--- src/pkg/shs_map.svh ---
// constants of the servo homing sequencer: offsets, fields, resets, timing
//
// Overview of operation
// - creep reverse: back off, re-approach at creep
// - normal finish loads home coordinate into position
// - nonzero window gates complete around home
// - zero window: complete always on after homing
// - travel limit in homing: timed deceleration
// - reaction 1: stop on third torque limit
// - preset input loads preset value into position
// - interrupt input latches position, travels set amount
// - stopper settings used only when reference is 5
// - stopper contact: detect time and torque limit
// - reaction 0: reverse at first limit, continue
// - reaction 1: cancel homing and stop
// - decode shift reference selection, default index
// - decode deceleration reference selection, default switch
// - switch edge: 0 assertion, 1 release
// - start direction forward, reverse or judged
// - marked settings apply only after restart; code applies them on a CTRL write with the reload bit set while idle
// - request rising edge starts search at homing speed
// - after reference, travel shift amount, stop, complete
// - no reference in reverse travel: resume start direction; code resumes forward for start direction 0 and reverse for all others
`ifndef SHS_MAP_SVH
`define SHS_MAP_SVH
`define SHS_CLK_HZ 40000000
`define SHS_MS_CYC (`SHS_CLK_HZ / 1000)
`define SHS_TENTH_MS_CYC (`SHS_CLK_HZ / 10000)
`define SHS_OFS_CTRL 8'h00
`define SHS_OFS_CFG 8'h04
`define SHS_OFS_HOME 8'h08
`define SHS_OFS_WIN 8'h0c
`define SHS_OFS_DECEL 8'h10
`define SHS_OFS_PRESET 8'h14
`define SHS_OFS_INTAMT 8'h18
`define SHS_OFS_STPTIME 8'h1c
`define SHS_OFS_STPTRQ 8'h20
`define SHS_OFS_SHIFT 8'h24
`define SHS_OFS_REVAMT 8'h28
`define SHS_OFS_STATUS 8'h2c
`define SHS_OFS_POS 8'h30
`define SHS_CTRL_REQ 0
`define SHS_CTRL_RELOAD 1
`define SHS_CTRL_INTARM 2
`define SHS_CFG_RESET 11'h004
`define SHS_DECEL_RESET 32'h0000_03e8
`define SHS_SHIFT_RESET 32'h0000_03e8
`define SHS_INTAMT_RESET 32'h0001_86a0
`define SHS_BACKUP_MARGIN 32'sh0000_0010
`endif

--- src/pkg/shs_pkg.sv ---
// types of the servo homing sequencer
package shs_pkg;
  typedef enum logic [1:0] {TRQ_NORMAL, TRQ_THIRD, TRQ_STOPPER} shs_torque_e;
  typedef enum logic [2:0] {REF_SWITCH, REF_INDEX, REF_POS_LIMIT, REF_NEG_LIMIT, REF_INTERRUPT,
                            REF_STOPPER} shs_shift_ref_e;
  typedef enum {ST_IDLE, ST_REVERSE, ST_SEARCH, ST_CREEP, ST_BACKUP, ST_SHIFT, ST_LIMIT_DECEL,
                ST_INTPOS} shs_state_e;
  typedef struct packed {
    logic limitReaction;
    logic creepReverse;
    logic switchEdge;
    logic homingDir;
    logic [1:0] decelRef;
    logic [2:0] shiftRef;
    logic [1:0] startDir;
  } shs_cfg_s;
endpackage

--- src/verilog/shs_homing_sequencer.sv ---
// homing and position reference sequencer with apb register access
//
// Our own choices: the APB slave port and the address map.
`timescale 1ns/10ps
`include "shs_map.svh"
module shs_homing_sequencer
  import shs_pkg::*;
#(
  parameter int MS_CYCLES = `SHS_MS_CYC
) (
  // clock and reset
  input wire logic ref_clk,
  input wire logic arst_n,
  // apb slave
  input wire logic psel,
  input wire logic penable,
  input wire logic pwrite,
  input wire logic [7:0] paddr,
  input wire logic [31:0] pwdata,
  output logic [31:0] prdata,
  output logic pready,
  output logic pslverr,
  // machine sensor and encoder pins
  input wire logic homeLimitSwitch,
  input wire logic positiveTravelLimit,
  input wire logic negativeTravelLimit,
  input wire logic encoderIndex,
  input wire logic encoderStep,
  input wire logic encoderForward,
  input wire logic motorStalled,
  input wire logic presetInput,
  input wire logic interruptInput,
  // motion command
  output logic motionRun,
  output logic motionForward,
  output logic creepSpeed,
  output logic decelActive,
  output shs_torque_e torqueSelect,
  output logic homingComplete
);
  localparam int TENTH_CYC = `SHS_TENTH_MS_CYC;

  // ==========================================================
  // helpers
  function automatic logic [31:0] absDiff(input logic signed [31:0] a, input logic signed [31:0] b);
    logic signed [32:0] d;
    d = {a[31], a} - {b[31], b};
    absDiff = d[32] ? 32'(-d) : d[31:0];
  endfunction

  // ==========================================================
  // pin synchronisers and edge detect
  logic [8:0] pinRaw, pinMeta_q, pinSync_q, pinLast_q;
  assign pinRaw = {interruptInput, presetInput, motorStalled, encoderForward, encoderStep,
                   encoderIndex, negativeTravelLimit, positiveTravelLimit, homeLimitSwitch};
  always_ff @(posedge ref_clk or negedge arst_n) begin
    if (!arst_n) begin
      pinMeta_q <= 9'h000;
      pinSync_q <= 9'h000;
      pinLast_q <= 9'h000;
    end else begin
      pinMeta_q <= pinRaw;
      pinSync_q <= pinMeta_q;
      pinLast_q <= pinSync_q;
    end
  end
  logic [8:0] pinRise, pinFall;
  assign pinRise = pinSync_q & ~pinLast_q;
  assign pinFall = ~pinSync_q & pinLast_q;
  shs_cfg_s staged_q, act_q;
  shs_state_e state_q;
  logic lsEvent, stepEvent, presetEvent, intEvent;
  assign lsEvent = act_q.switchEdge ? pinFall[0] : pinRise[0];
  assign stepEvent = pinRise[4];
  assign presetEvent = pinRise[7];
  assign intEvent = pinRise[8];

  // ==========================================================
  // apb registers
  logic [31:0] ctrl_q, home_q, win_q, decel_q, preset_q, intAmt_q, stpTime_q, stpTrq_q;
  logic [31:0] shift_q, revAmt_q;
  logic wrEn, rdEn, mapped;
  logic [31:0] rdData;
  assign wrEn = psel && penable && pwrite && pready;
  assign rdEn = psel && penable && !pready;
  always_ff @(posedge ref_clk or negedge arst_n) begin
    if (!arst_n) begin
      ctrl_q <= 32'h0;
      staged_q <= shs_cfg_s'(`SHS_CFG_RESET);
      home_q <= 32'h0;
      win_q <= 32'h0;
      decel_q <= `SHS_DECEL_RESET;
      preset_q <= 32'h0;
      intAmt_q <= `SHS_INTAMT_RESET;
      stpTime_q <= 32'h0;
      stpTrq_q <= 32'h0;
      shift_q <= `SHS_SHIFT_RESET;
      revAmt_q <= 32'h0;
    end else if (wrEn) begin
      case (paddr)
        `SHS_OFS_CTRL: ctrl_q <= pwdata & 32'h0000_0005;
        `SHS_OFS_CFG: staged_q <= shs_cfg_s'(pwdata[10:0]);
        `SHS_OFS_HOME: home_q <= pwdata;
        `SHS_OFS_WIN: win_q <= pwdata;
        `SHS_OFS_DECEL: decel_q <= pwdata;
        `SHS_OFS_PRESET: preset_q <= pwdata;
        `SHS_OFS_INTAMT: intAmt_q <= pwdata;
        `SHS_OFS_STPTIME: stpTime_q <= pwdata;
        `SHS_OFS_STPTRQ: stpTrq_q <= {25'h0, pwdata[6:0]};
        `SHS_OFS_SHIFT: shift_q <= pwdata;
        `SHS_OFS_REVAMT: revAmt_q <= pwdata;
        default: ;
      endcase
    end
  end
  // marked settings are held in a staged copy; only a CTRL write with the reload bit set while idle moves them into use
  always_ff @(posedge ref_clk or negedge arst_n) begin
    if (!arst_n) begin
      act_q <= shs_cfg_s'(`SHS_CFG_RESET);
    end else if (wrEn && paddr == `SHS_OFS_CTRL && pwdata[`SHS_CTRL_RELOAD] && state_q == ST_IDLE) begin
      act_q <= staged_q;
    end
  end
  logic signed [31:0] pos_q, refPos_q, homePos_q, target_q;
  logic done_q, cancelled_q, reversed_q;
  always_comb begin
    mapped = 1'b1;
    case (paddr)
      `SHS_OFS_CTRL: rdData = ctrl_q;
      `SHS_OFS_CFG: rdData = {21'h0, staged_q};
      `SHS_OFS_HOME: rdData = home_q;
      `SHS_OFS_WIN: rdData = win_q;
      `SHS_OFS_DECEL: rdData = decel_q;
      `SHS_OFS_PRESET: rdData = preset_q;
      `SHS_OFS_INTAMT: rdData = intAmt_q;
      `SHS_OFS_STPTIME: rdData = stpTime_q;
      `SHS_OFS_STPTRQ: rdData = stpTrq_q;
      `SHS_OFS_SHIFT: rdData = shift_q;
      `SHS_OFS_REVAMT: rdData = revAmt_q;
      `SHS_OFS_STATUS: rdData = {16'h0, 5'h0, 3'(state_q), 5'h0, cancelled_q, done_q, homingComplete};
      `SHS_OFS_POS: rdData = pos_q;
      default: begin
        rdData = 32'h0;
        mapped = 1'b0;
      end
    endcase
  end
  // one wait state: pready rises in the second access cycle
  always_ff @(posedge ref_clk or negedge arst_n) begin
    if (!arst_n) begin
      pready <= 1'b0;
      prdata <= 32'h0;
      pslverr <= 1'b0;
    end else begin
      pready <= rdEn;
      pslverr <= rdEn && !pwrite && !mapped;
      if (rdEn && !pwrite) begin
        prdata <= rdData;
      end
    end
  end

  // ==========================================================
  // reference events
  logic reqLast_q, startReq;
  always_ff @(posedge ref_clk or negedge arst_n) begin
    if (!arst_n) begin
      reqLast_q <= 1'b0;
    end else begin
      reqLast_q <= ctrl_q[`SHS_CTRL_REQ];
    end
  end
  assign startReq = ctrl_q[`SHS_CTRL_REQ] && !reqLast_q;
  logic [31:0] timer_q;
  logic stallTimeout;
  logic shiftEvent, decelEvent;
  always_comb begin
    case (act_q.shiftRef)
      REF_SWITCH: shiftEvent = lsEvent;
      REF_INDEX: shiftEvent = pinRise[3];
      REF_POS_LIMIT: shiftEvent = pinRise[1];
      REF_NEG_LIMIT: shiftEvent = pinRise[2];
      REF_INTERRUPT: shiftEvent = intEvent;
      REF_STOPPER: shiftEvent = stallTimeout;
      default: shiftEvent = 1'b0;
    endcase
    case (act_q.decelRef)
      2'd1: decelEvent = pinRise[1];
      2'd2: decelEvent = pinRise[2];
      default: decelEvent = lsEvent;
    endcase
  end
  logic limitAhead;
  assign limitAhead = motionForward ? pinSync_q[1] : pinSync_q[2];

  // ==========================================================
  // position counter
  // a reference edge that lands with a step must latch the stepped position
  logic signed [31:0] posNext;
  assign posNext = !stepEvent ? pos_q : pinSync_q[5] ? pos_q + 32'sh1 : pos_q - 32'sh1;
  always_ff @(posedge ref_clk or negedge arst_n) begin
    if (!arst_n) begin
      pos_q <= 32'sh0;
    end else if (state_q == ST_SHIFT && absDiff(pos_q, refPos_q) >= shift_q) begin
      pos_q <= home_q;
    end else if (presetEvent) begin
      pos_q <= preset_q;
    end else if (stepEvent) begin
      pos_q <= posNext;
    end
  end

  // ==========================================================
  // sequencer
  always_ff @(posedge ref_clk or negedge arst_n) begin
    if (!arst_n) begin
      state_q <= ST_IDLE;
      motionRun <= 1'b0;
      motionForward <= 1'b1;
      creepSpeed <= 1'b0;
      decelActive <= 1'b0;
      torqueSelect <= TRQ_NORMAL;
      refPos_q <= 32'sh0;
      target_q <= 32'sh0;
      timer_q <= 32'h0;
      done_q <= 1'b0;
      cancelled_q <= 1'b0;
      reversed_q <= 1'b0;
      homePos_q <= 32'sh0;
    end else begin
      case (state_q)
        ST_IDLE: begin
          motionRun <= 1'b0;
          decelActive <= 1'b0;
          if (startReq) begin
            done_q <= 1'b0;
            cancelled_q <= 1'b0;
            reversed_q <= 1'b0;
            motionRun <= 1'b1;
            torqueSelect <= TRQ_NORMAL;
            creepSpeed <= 1'b0;
            case (act_q.startDir)
              2'd1: motionForward <= 1'b0;
              2'd2: motionForward <= !pinSync_q[1];
              default: motionForward <= 1'b1;
            endcase
            refPos_q <= pos_q;
            if (act_q.shiftRef == REF_STOPPER) begin
              torqueSelect <= TRQ_STOPPER;
            end
            if (revAmt_q != 32'h0) begin
              motionForward <= act_q.startDir == 2'd0 ? 1'b0 : 1'b1;
              state_q <= ST_REVERSE;
            end else begin
              state_q <= ST_SEARCH;
            end
          end else if (ctrl_q[`SHS_CTRL_INTARM] && intEvent) begin
            target_q <= pos_q + intAmt_q;
            motionForward <= 1'b1;
            motionRun <= 1'b1;
            state_q <= ST_INTPOS;
          end
        end
        ST_REVERSE: begin
          if (shiftEvent || decelEvent) begin
            refPos_q <= posNext;
            motionForward <= act_q.homingDir == 1'b0;
            creepSpeed <= 1'b1;
            state_q <= shiftEvent ? ST_SHIFT : ST_CREEP;
          end else if (absDiff(pos_q, refPos_q) >= revAmt_q) begin
            motionForward <= !motionForward;
            state_q <= ST_SEARCH;
          end
        end
        ST_SEARCH, ST_CREEP: begin
          if (limitAhead && !(act_q.shiftRef inside {REF_POS_LIMIT, REF_NEG_LIMIT})) begin
            if (act_q.limitReaction || reversed_q) begin
              motionRun <= 1'b0;
              torqueSelect <= TRQ_THIRD;
              cancelled_q <= 1'b1;
              done_q <= 1'b0;
              state_q <= ST_IDLE;
            end else begin
              decelActive <= 1'b1;
              timer_q <= decel_q * 32'(TENTH_CYC);
              state_q <= ST_LIMIT_DECEL;
            end
          end else if (shiftEvent && (act_q.shiftRef != REF_INDEX || state_q == ST_CREEP)) begin
            refPos_q <= posNext;
            if (act_q.creepReverse && state_q == ST_SEARCH) begin
              motionForward <= act_q.homingDir;
              state_q <= ST_BACKUP;
            end else begin
              motionForward <= act_q.homingDir == 1'b0;
              state_q <= ST_SHIFT;
            end
          end else if (act_q.shiftRef == REF_INDEX && decelEvent) begin
            creepSpeed <= 1'b1;
            motionForward <= act_q.homingDir == 1'b0;
            state_q <= ST_CREEP;
          end
        end
        ST_BACKUP: begin
          if (absDiff(pos_q, refPos_q) >= 32'(`SHS_BACKUP_MARGIN)) begin
            creepSpeed <= 1'b1;
            motionForward <= act_q.homingDir == 1'b0;
            state_q <= ST_CREEP;
          end
        end
        ST_LIMIT_DECEL: begin
          // leave on the last counted cycle so the slow-down lasts exactly the set time
          if (timer_q <= 32'h1) begin
            decelActive <= 1'b0;
            motionForward <= !motionForward;
            reversed_q <= 1'b1;
            state_q <= ST_SEARCH;
          end else begin
            timer_q <= timer_q - 32'h1;
          end
        end
        ST_SHIFT: begin
          if (absDiff(pos_q, refPos_q) >= shift_q) begin
            motionRun <= 1'b0;
            creepSpeed <= 1'b0;
            torqueSelect <= TRQ_NORMAL;
            homePos_q <= home_q;
            done_q <= 1'b1;
            state_q <= ST_IDLE;
          end
        end
        ST_INTPOS: begin
          if (pos_q >= target_q) begin
            motionRun <= 1'b0;
            state_q <= ST_IDLE;
          end
        end
        default: state_q <= ST_IDLE;
      endcase
    end
  end

  // stopper contact: stall must persist for the detect time under the stopper torque limit
  logic [31:0] stallCnt_q, stallMs_q;
  always_ff @(posedge ref_clk or negedge arst_n) begin
    if (!arst_n) begin
      stallCnt_q <= 32'h0;
      stallMs_q <= 32'h0;
    end else if (!(pinSync_q[6] && torqueSelect == TRQ_STOPPER)) begin
      stallCnt_q <= 32'h0;
      stallMs_q <= 32'h0;
    end else if (stallCnt_q == 32'(MS_CYCLES - 1)) begin
      stallCnt_q <= 32'h0;
      stallMs_q <= stallMs_q + 32'h1;
    end else begin
      stallCnt_q <= stallCnt_q + 32'h1;
    end
  end
  assign stallTimeout = torqueSelect == TRQ_STOPPER && pinSync_q[6] && stallMs_q >= stpTime_q;

  // completion output qualified by the position window
  always_ff @(posedge ref_clk or negedge arst_n) begin
    if (!arst_n) begin
      homingComplete <= 1'b0;
    end else begin
      homingComplete <= done_q && (win_q == 32'h0 || absDiff(pos_q, homePos_q) <= win_q);
    end
  end
endmodule

--- config.mk ---
export PLATFORM = sky130hd
export DESIGN_NAME = shs_homing_sequencer
export DESIGN_NICKNAME = d
export VERILOG_FILES = /design/src/pkg/shs_pkg.sv /design/src/verilog/shs_homing_sequencer.sv
export VERILOG_INCLUDE_DIRS = /design/src /design/src/pkg
export SDC_FILE = /design/constraint.sdc
export NUM_CORES = 2
export LEC_CHECK = 0
export BUFFER_PORTS_ARGS = -buffer_cell sky130_fd_sc_hd__clkbuf_2
export CAP_MARGIN = 20
export CORE_MARGIN = 2
export CORE_UTILIZATION = 45
export CTS_CLUSTER_DIAMETER = 30
export DETAILED_ROUTE_END_ITERATION = 7
export SYNTH_ARGS = -nofsm -noshare
export SYNTH_HDL_FRONTEND = slang
export SYNTH_SLANG_ARGS = --single-unit
--- constraint.sdc ---
create_clock -name ref_clk -period 20.1 [get_ports ref_clk]
set_clock_uncertainty 0.15 [all_clocks]
set_input_delay 1.005 -clock ref_clk [delete_from_list [all_inputs] [get_ports ref_clk]]
set_output_delay 1.005 -clock ref_clk [all_outputs]
set_load 0.005 [all_outputs]
## Word level (Yosys, flattened, before mapping)

Cells that the tools add are included.

- Bits in registers: 615
- Input port bits: 54
- Output and inout bits: 41

- $add $sub $neg: 10
- Multiply operators: 1
- $lt $le $gt $ge: 7
- Eq/ne operators: 53
- Mux-type cells: 87
- Bitwise gates (word level): 6
- Reduce and logical (&&, ||, !) cells: 73

Operators by type and width:

| kind | number |
|---|---|
| 2-to-1 mux 32 bit | 29 |
| case mux 32 bit (13 select lines) | 1 |
| case mux 32 bit (7 select lines) | 1 |
| equality test 32 x 3 -> 1 bit (second input constant) | 6 |
| greater-or-equal comparator 32 bit | 4 |
| zero test 32 bit | 3 |
| case mux 32 bit (3 select lines) | 1 |
| subtractor 32 x 32 -> 33 bit | 2 |
| adder 32 x 1 -> 32 bit (second input constant) | 2 |
| equality test 32 x 2 -> 1 bit (second input constant) | 2 |
| negation 32 bit | 2 |
| case mux 32 bit (2 select lines) | 1 |
| equality test 8 x 6 -> 1 bit (second input constant) | 5 |
| 2-to-1 mux 1 bit | 35 |
| adder 32 x 2 -> 32 bit (second input constant) | 1 |
| adder 32 bit | 1 |
| equality test 32 x 1 -> 1 bit (second input constant) | 1 |
| equality test 32 x 16 -> 1 bit (second input constant) | 1 |
| equality test 32 x 4 -> 1 bit (second input constant) | 1 |
| equality test 8 x 5 -> 1 bit (second input constant) | 4 |
| greater-or-equal comparator 32 x 5 -> 1 bit (second input constant) | 1 |
| less-or-equal comparator 32 x 1 -> 1 bit (second input constant) | 1 |
| less-or-equal comparator 32 bit | 1 |
| multiplier 32 x 7 -> 27 bit (second input constant) | 1 |
| other kinds (45) | 130 |

## Depth between registers and ports, before layout

- Word-level depth: 9
- Depth in mapped cells: 32

## Worst setup path after synthesis

Ideal clock, no wire load.

- Kind: register to register
- From: register pos_q[0]
- To: register homePos_q[15]
- Data arrival time: 6.376 ns
- Slack: 13.449 ns
- Cell stages (with the launch flop): 30
- Buffers on the path: 4
- Cells stage by stage: dfrtp_1 > inv_1 > ha_1 > fa_1 > nand2b_1 > a211o_1 > a211o_2 > a31oi_4 > a41oi_1 > nand2_1 > clkbuf_1 > buf_1 > nor2_1 > a21oi_1 > ha_1 > a21o_1 > a21oi_1 > o21ai_0 > a211oi_1 > o21bai_1 > a41oi_1 > o21ai_0 > maj3_2 > a221o_1 > a311oi_2 > o41ai_4 > nor2b_4 > buf_8 > buf_8 > mux2_4

- Word-level cells in the longest chain between the ends: 5

Ends and longest elaborated chain:

| what | RTL line | source |
|---|---|---|
| start, declared | shs_homing_sequencer.sv:124 | `logic signed [31:0] pos_q, refPos_q, homePos_q, target_q;` |
| start signal, assigned | shs_homing_sequencer.sv:205 | `pos_q <= home_q;` |
| start signal, assigned | shs_homing_sequencer.sv:207 | `pos_q <= preset_q;` |
| start signal, assigned | shs_homing_sequencer.sv:209 | `pos_q <= posNext;` |
| subtractor 32 x 32 -> 33 bit * | shs_homing_sequencer.sv:47 | `d = {a[31], a} - {b[31], b};` |
| negation 32 bit | shs_homing_sequencer.sv:48 | `absDiff = d[32] ? 32'(-d) : d[31:0];` |
| 2-to-1 mux 32 bit * | shs_homing_sequencer.sv:48 |  |
| greater-or-equal comparator 32 bit * | shs_homing_sequencer.sv:322 | `if (absDiff(pos_q, refPos_q) >= shift_q) begin` |
| AND reduction 2 bit (no line) * | n/a |  |
| end signal, assigned | shs_homing_sequencer.sv:326 | `homePos_q <= home_q;` |
| end, declared | shs_homing_sequencer.sv:124 |  |

Mark *: on every way between the ends. The rest lies on a longest branch, timed or not.
A chain may end at the register's enable or synchronous reset.

## Worst setup path after layout

- From: register pos_q[0]
- To: register homePos_q[14]

Same word-level chain as after synthesis.

==> results.yml <==
outcome:
  status: "finished, final reports clean"
global_routing:
  grt_use_total_pct: 29.19
  grt_pass1_vias: 34300
  antenna_found_initial: 3
  grt_max_degree: 160
  overflow: 0
  grt_first_pass_wirelength_mm: 209.4
timing:
  hold_viol_final: 0
  worst_pin_slew_ps: 1016
  rsz0062_at_grt: "no"
  slew_viol_final: 0
  tns_ps: 0
  fin_crit_sh_pct: 42.63
  min_period_ps: 8569
  slew_headroom_pct: 31.92
  max_freq_mhz: 116.7
  finalSetupViolations: 0
critical_path:
  r2r_slack_ps: 11530
  cp-end-kind: "register"
  cp.arrival_ps: 9040
  r2r_start: "pos_q[0]$_DFFE_PN0P_"
  rr_worst_depth: 22
  startpoint: "pos_q[0]$_DFFE_PN0P_"
  crit_end: "homePos_q[14]$_DFFE_PN0P_"
  crit_type: "register to register"
  cp_max_fo: 49
  worst-endpoint-required_ps: 20570
  start_kind: "register"
  rr_endpoint: "homePos_q[14]$_DFFE_PN0P_"
power:
  switchingPower_mw: 3.656
  irDropWorstVdd_uv: 106.4
  p_int_mw: 4.883
  combPwrFrac_pct: 52.9
  power.density_nw_per_um2: 174.4
  seqPwrFrac_pct: 17.0
  clkPwrFrac_pct: 30.0
  leakage_nw: 22.59
  netSwitchingFraction_pct: 42.82
synth:
  async_reset_ff_share_pct: 100.0
  post-synth-top-count-cell: "dfrtp_1"
  syn_nets: 4806
  synthCells: 4326
  synth-edff-count: 0
  synth_ff_type: "dfrtp_1"
  synth_top_area_cell: "dfrtp_1"
  ys_seq_area_share_pct: 35.14
  synth_common_cells: "dfrtp_1, ha_1, nand2_1"
  netlist_top_cells_area: "dfrtp_1, ha_1, mux2_2"
  ys_ff_latch: 584
  synth_warnings: 0
  syn-cell-area_um2: 41660
  synth_cell_types: 105
  synth_top_area_share_pct: 33.81
  avgSynthCellArea_um2: 9.631
floorplan:
  rows: 111
  die-area_um2: 95040
  io-pin-count: 95
  die_height_um: 308.3
  start_util_pct: 45.45
  die_w_um: 308.3
  core_area_um2: 91660
placement:
  io_buffers: 94
  finalWeightedCongestion: 0.9989
  place_hpwl_mm: 103.5
  placed_area_um2: 43480
clock_network:
  cts.htree.levels: 4
  hold_buffers: 0
  clk_pin_slew_ps: 50
  ctsResizeCount: 0
  root_buffer: "clkbuf_16"
  clock_path_buffers: 3
  cts_buffers: 154
  cts_setup_buffers: 0
  cts_num_sinks: 584
  clock_latency_ps: 760
  cts_tree: "yes"
routing:
  drt-initial-drc-count: 2856
  final_antenna_net_count: 0
  avgRoutedWirePerCell_um: 23.88
  vias: 34940
  drc_errors: 0
  drt_pre_antenna_iters: 6
  avgViaCountPerCell: 6.032
  wl_mm: 138.3
cells_and_area:
  seq_area_um2: 14640
  layout-drive-gt1-share_pct: 18.52
  final_nets: 4960
  antennaDiodeCount: 0
  area_growth_pct: 17.55
  multi_input_area_um2: 25240
  fillCellCount: 8375
  final_area_um2: 48980
run:
  cap_violations: 0
hold_path:
  hold_path.class: "register to register"
[per-stage QoR]
stage	util (%)	power [mW]	hold WS [ps]	setup WS (ps)	cells
floorplan	-	4.777	181.2	13450	4326
global placement	47.43	5.874	182.7	11840	5510
detailed placement	47.43	5.903	184.7	11720	5510
CTS	53.43	8.526	188.2	11620	5793
global route	53.43	9.176	198.7	11070	5793
finish	53.43	8.540	187.3	11530	5793
[cell families after synthesis]
kind of cell / share of synthesized area (%)
adder cells (fa/ha/maj): 14.41
AND/OR/NAND/NOR: 13.36
multiplexers: 10.41
AO/OA/AOI/OAI: 16.95
flip-flops: 35.14
buffers and inverters: 4.426
XOR/XNOR: 5.303
[final cells by class]
cell class,count,share of cell area (%)
repair buffers,153,1.911
well taps,1186,3.030
multi-input cells,3274,51.54
inverters,313,2.399
clock inverters,79,2.348
flip-flops and latches,584,29.89
clock buffers,204,8.885
[worst min path at each step]
| stage | from | endpoint | slack, ps | cells past startpoint |
|---|---|---|---|---|
| 2_1_floorplan | pinMeta_q[0]$_DFF_PN0_ | pinSync_q[0]$_DFF_PN0_ | 180 | 0 |
| 3_3_place_gp | pinMeta_q[4]$_DFF_PN0_ | pinSync_q[4]$_DFF_PN0_ | 180 | 0 |
| 3_5_place_dp | pinMeta_q[4]$_DFF_PN0_ | pinSync_q[4]$_DFF_PN0_ | 180 | 0 |
| 4_1_cts | pinMeta_q[4]$_DFF_PN0_ | pinSync_q[4]$_DFF_PN0_ | 190 | 0 |
| 5_1_grt | motorStalled | pinMeta_q[6]$_DFF_PN0_ | 200 | 1 |
| 6_report | pinMeta_q[4]$_DFF_PN0_ | pinSync_q[4]$_DFF_PN0_ | 190 | 0 |
[metal layers]
| metal | global-route usage [%] | share of wire (%) |
|---|---|---|
| met5 | 0 | 0.017 |
| met4 | 9.302 | 2.8 |
| met1 | 41.24 | 44 |
| met3 | 6.074 | 8.6 |
| met2 | 44.64 | 44 |
[worst max-delay path, cell delays in order (launching register included)]
cell and delay, ps:
dfrtp_1 520, inv_1 210, ha_1 280, fa_1 410, nand2b_1 180, a211o_1 320, a211o_2 400, a31oi_4 330
xor2_2 160, a211oi_1 480, nand4b_1 450, nor4_1 500, a31oi_1 180, xnor2_1 160, xnor2_1 240, inv_1 120
ha_1 300, and4_1 200, nand2_1 120, o41ai_4 750, nor2b_4 670, buf_4 820, mux2_2 410
[power by group through the flow]
stage	logic, mW	clock network (mW)	registers [mW]
final	4.52	2.56	1.46
after CTS	4.48	2.60	1.45
after global routing	5.05	2.66	1.47
after floorplan	3.38	0	1.40
after detailed placement	4.44	0	1.46
after global placement	4.42	0	1.46
[cells in the final DEF, fill, tap and decap left out, types with 87 or more instances in the layout]
| cell type | count |
|---|---|
| nand3_1 | 98 |
| nor2_1 | 316 |
| fa_1 | 87 |
| inv_1 | 312 |
| ha_1 | 339 |
| clkbuf_16 | 154 |
| nand2_1 | 334 |
| xnor2_1 | 143 |
| o21ai_0 | 217 |
| a21oi_1 | 252 |
| a21o_1 | 98 |
| clkbuf_2 | 93 |
| xor2_1 | 100 |
| dfrtp_1 | 563 |
| mux2_2 | 309 |
Note: power is estimated with default switching activity, not from simulation.
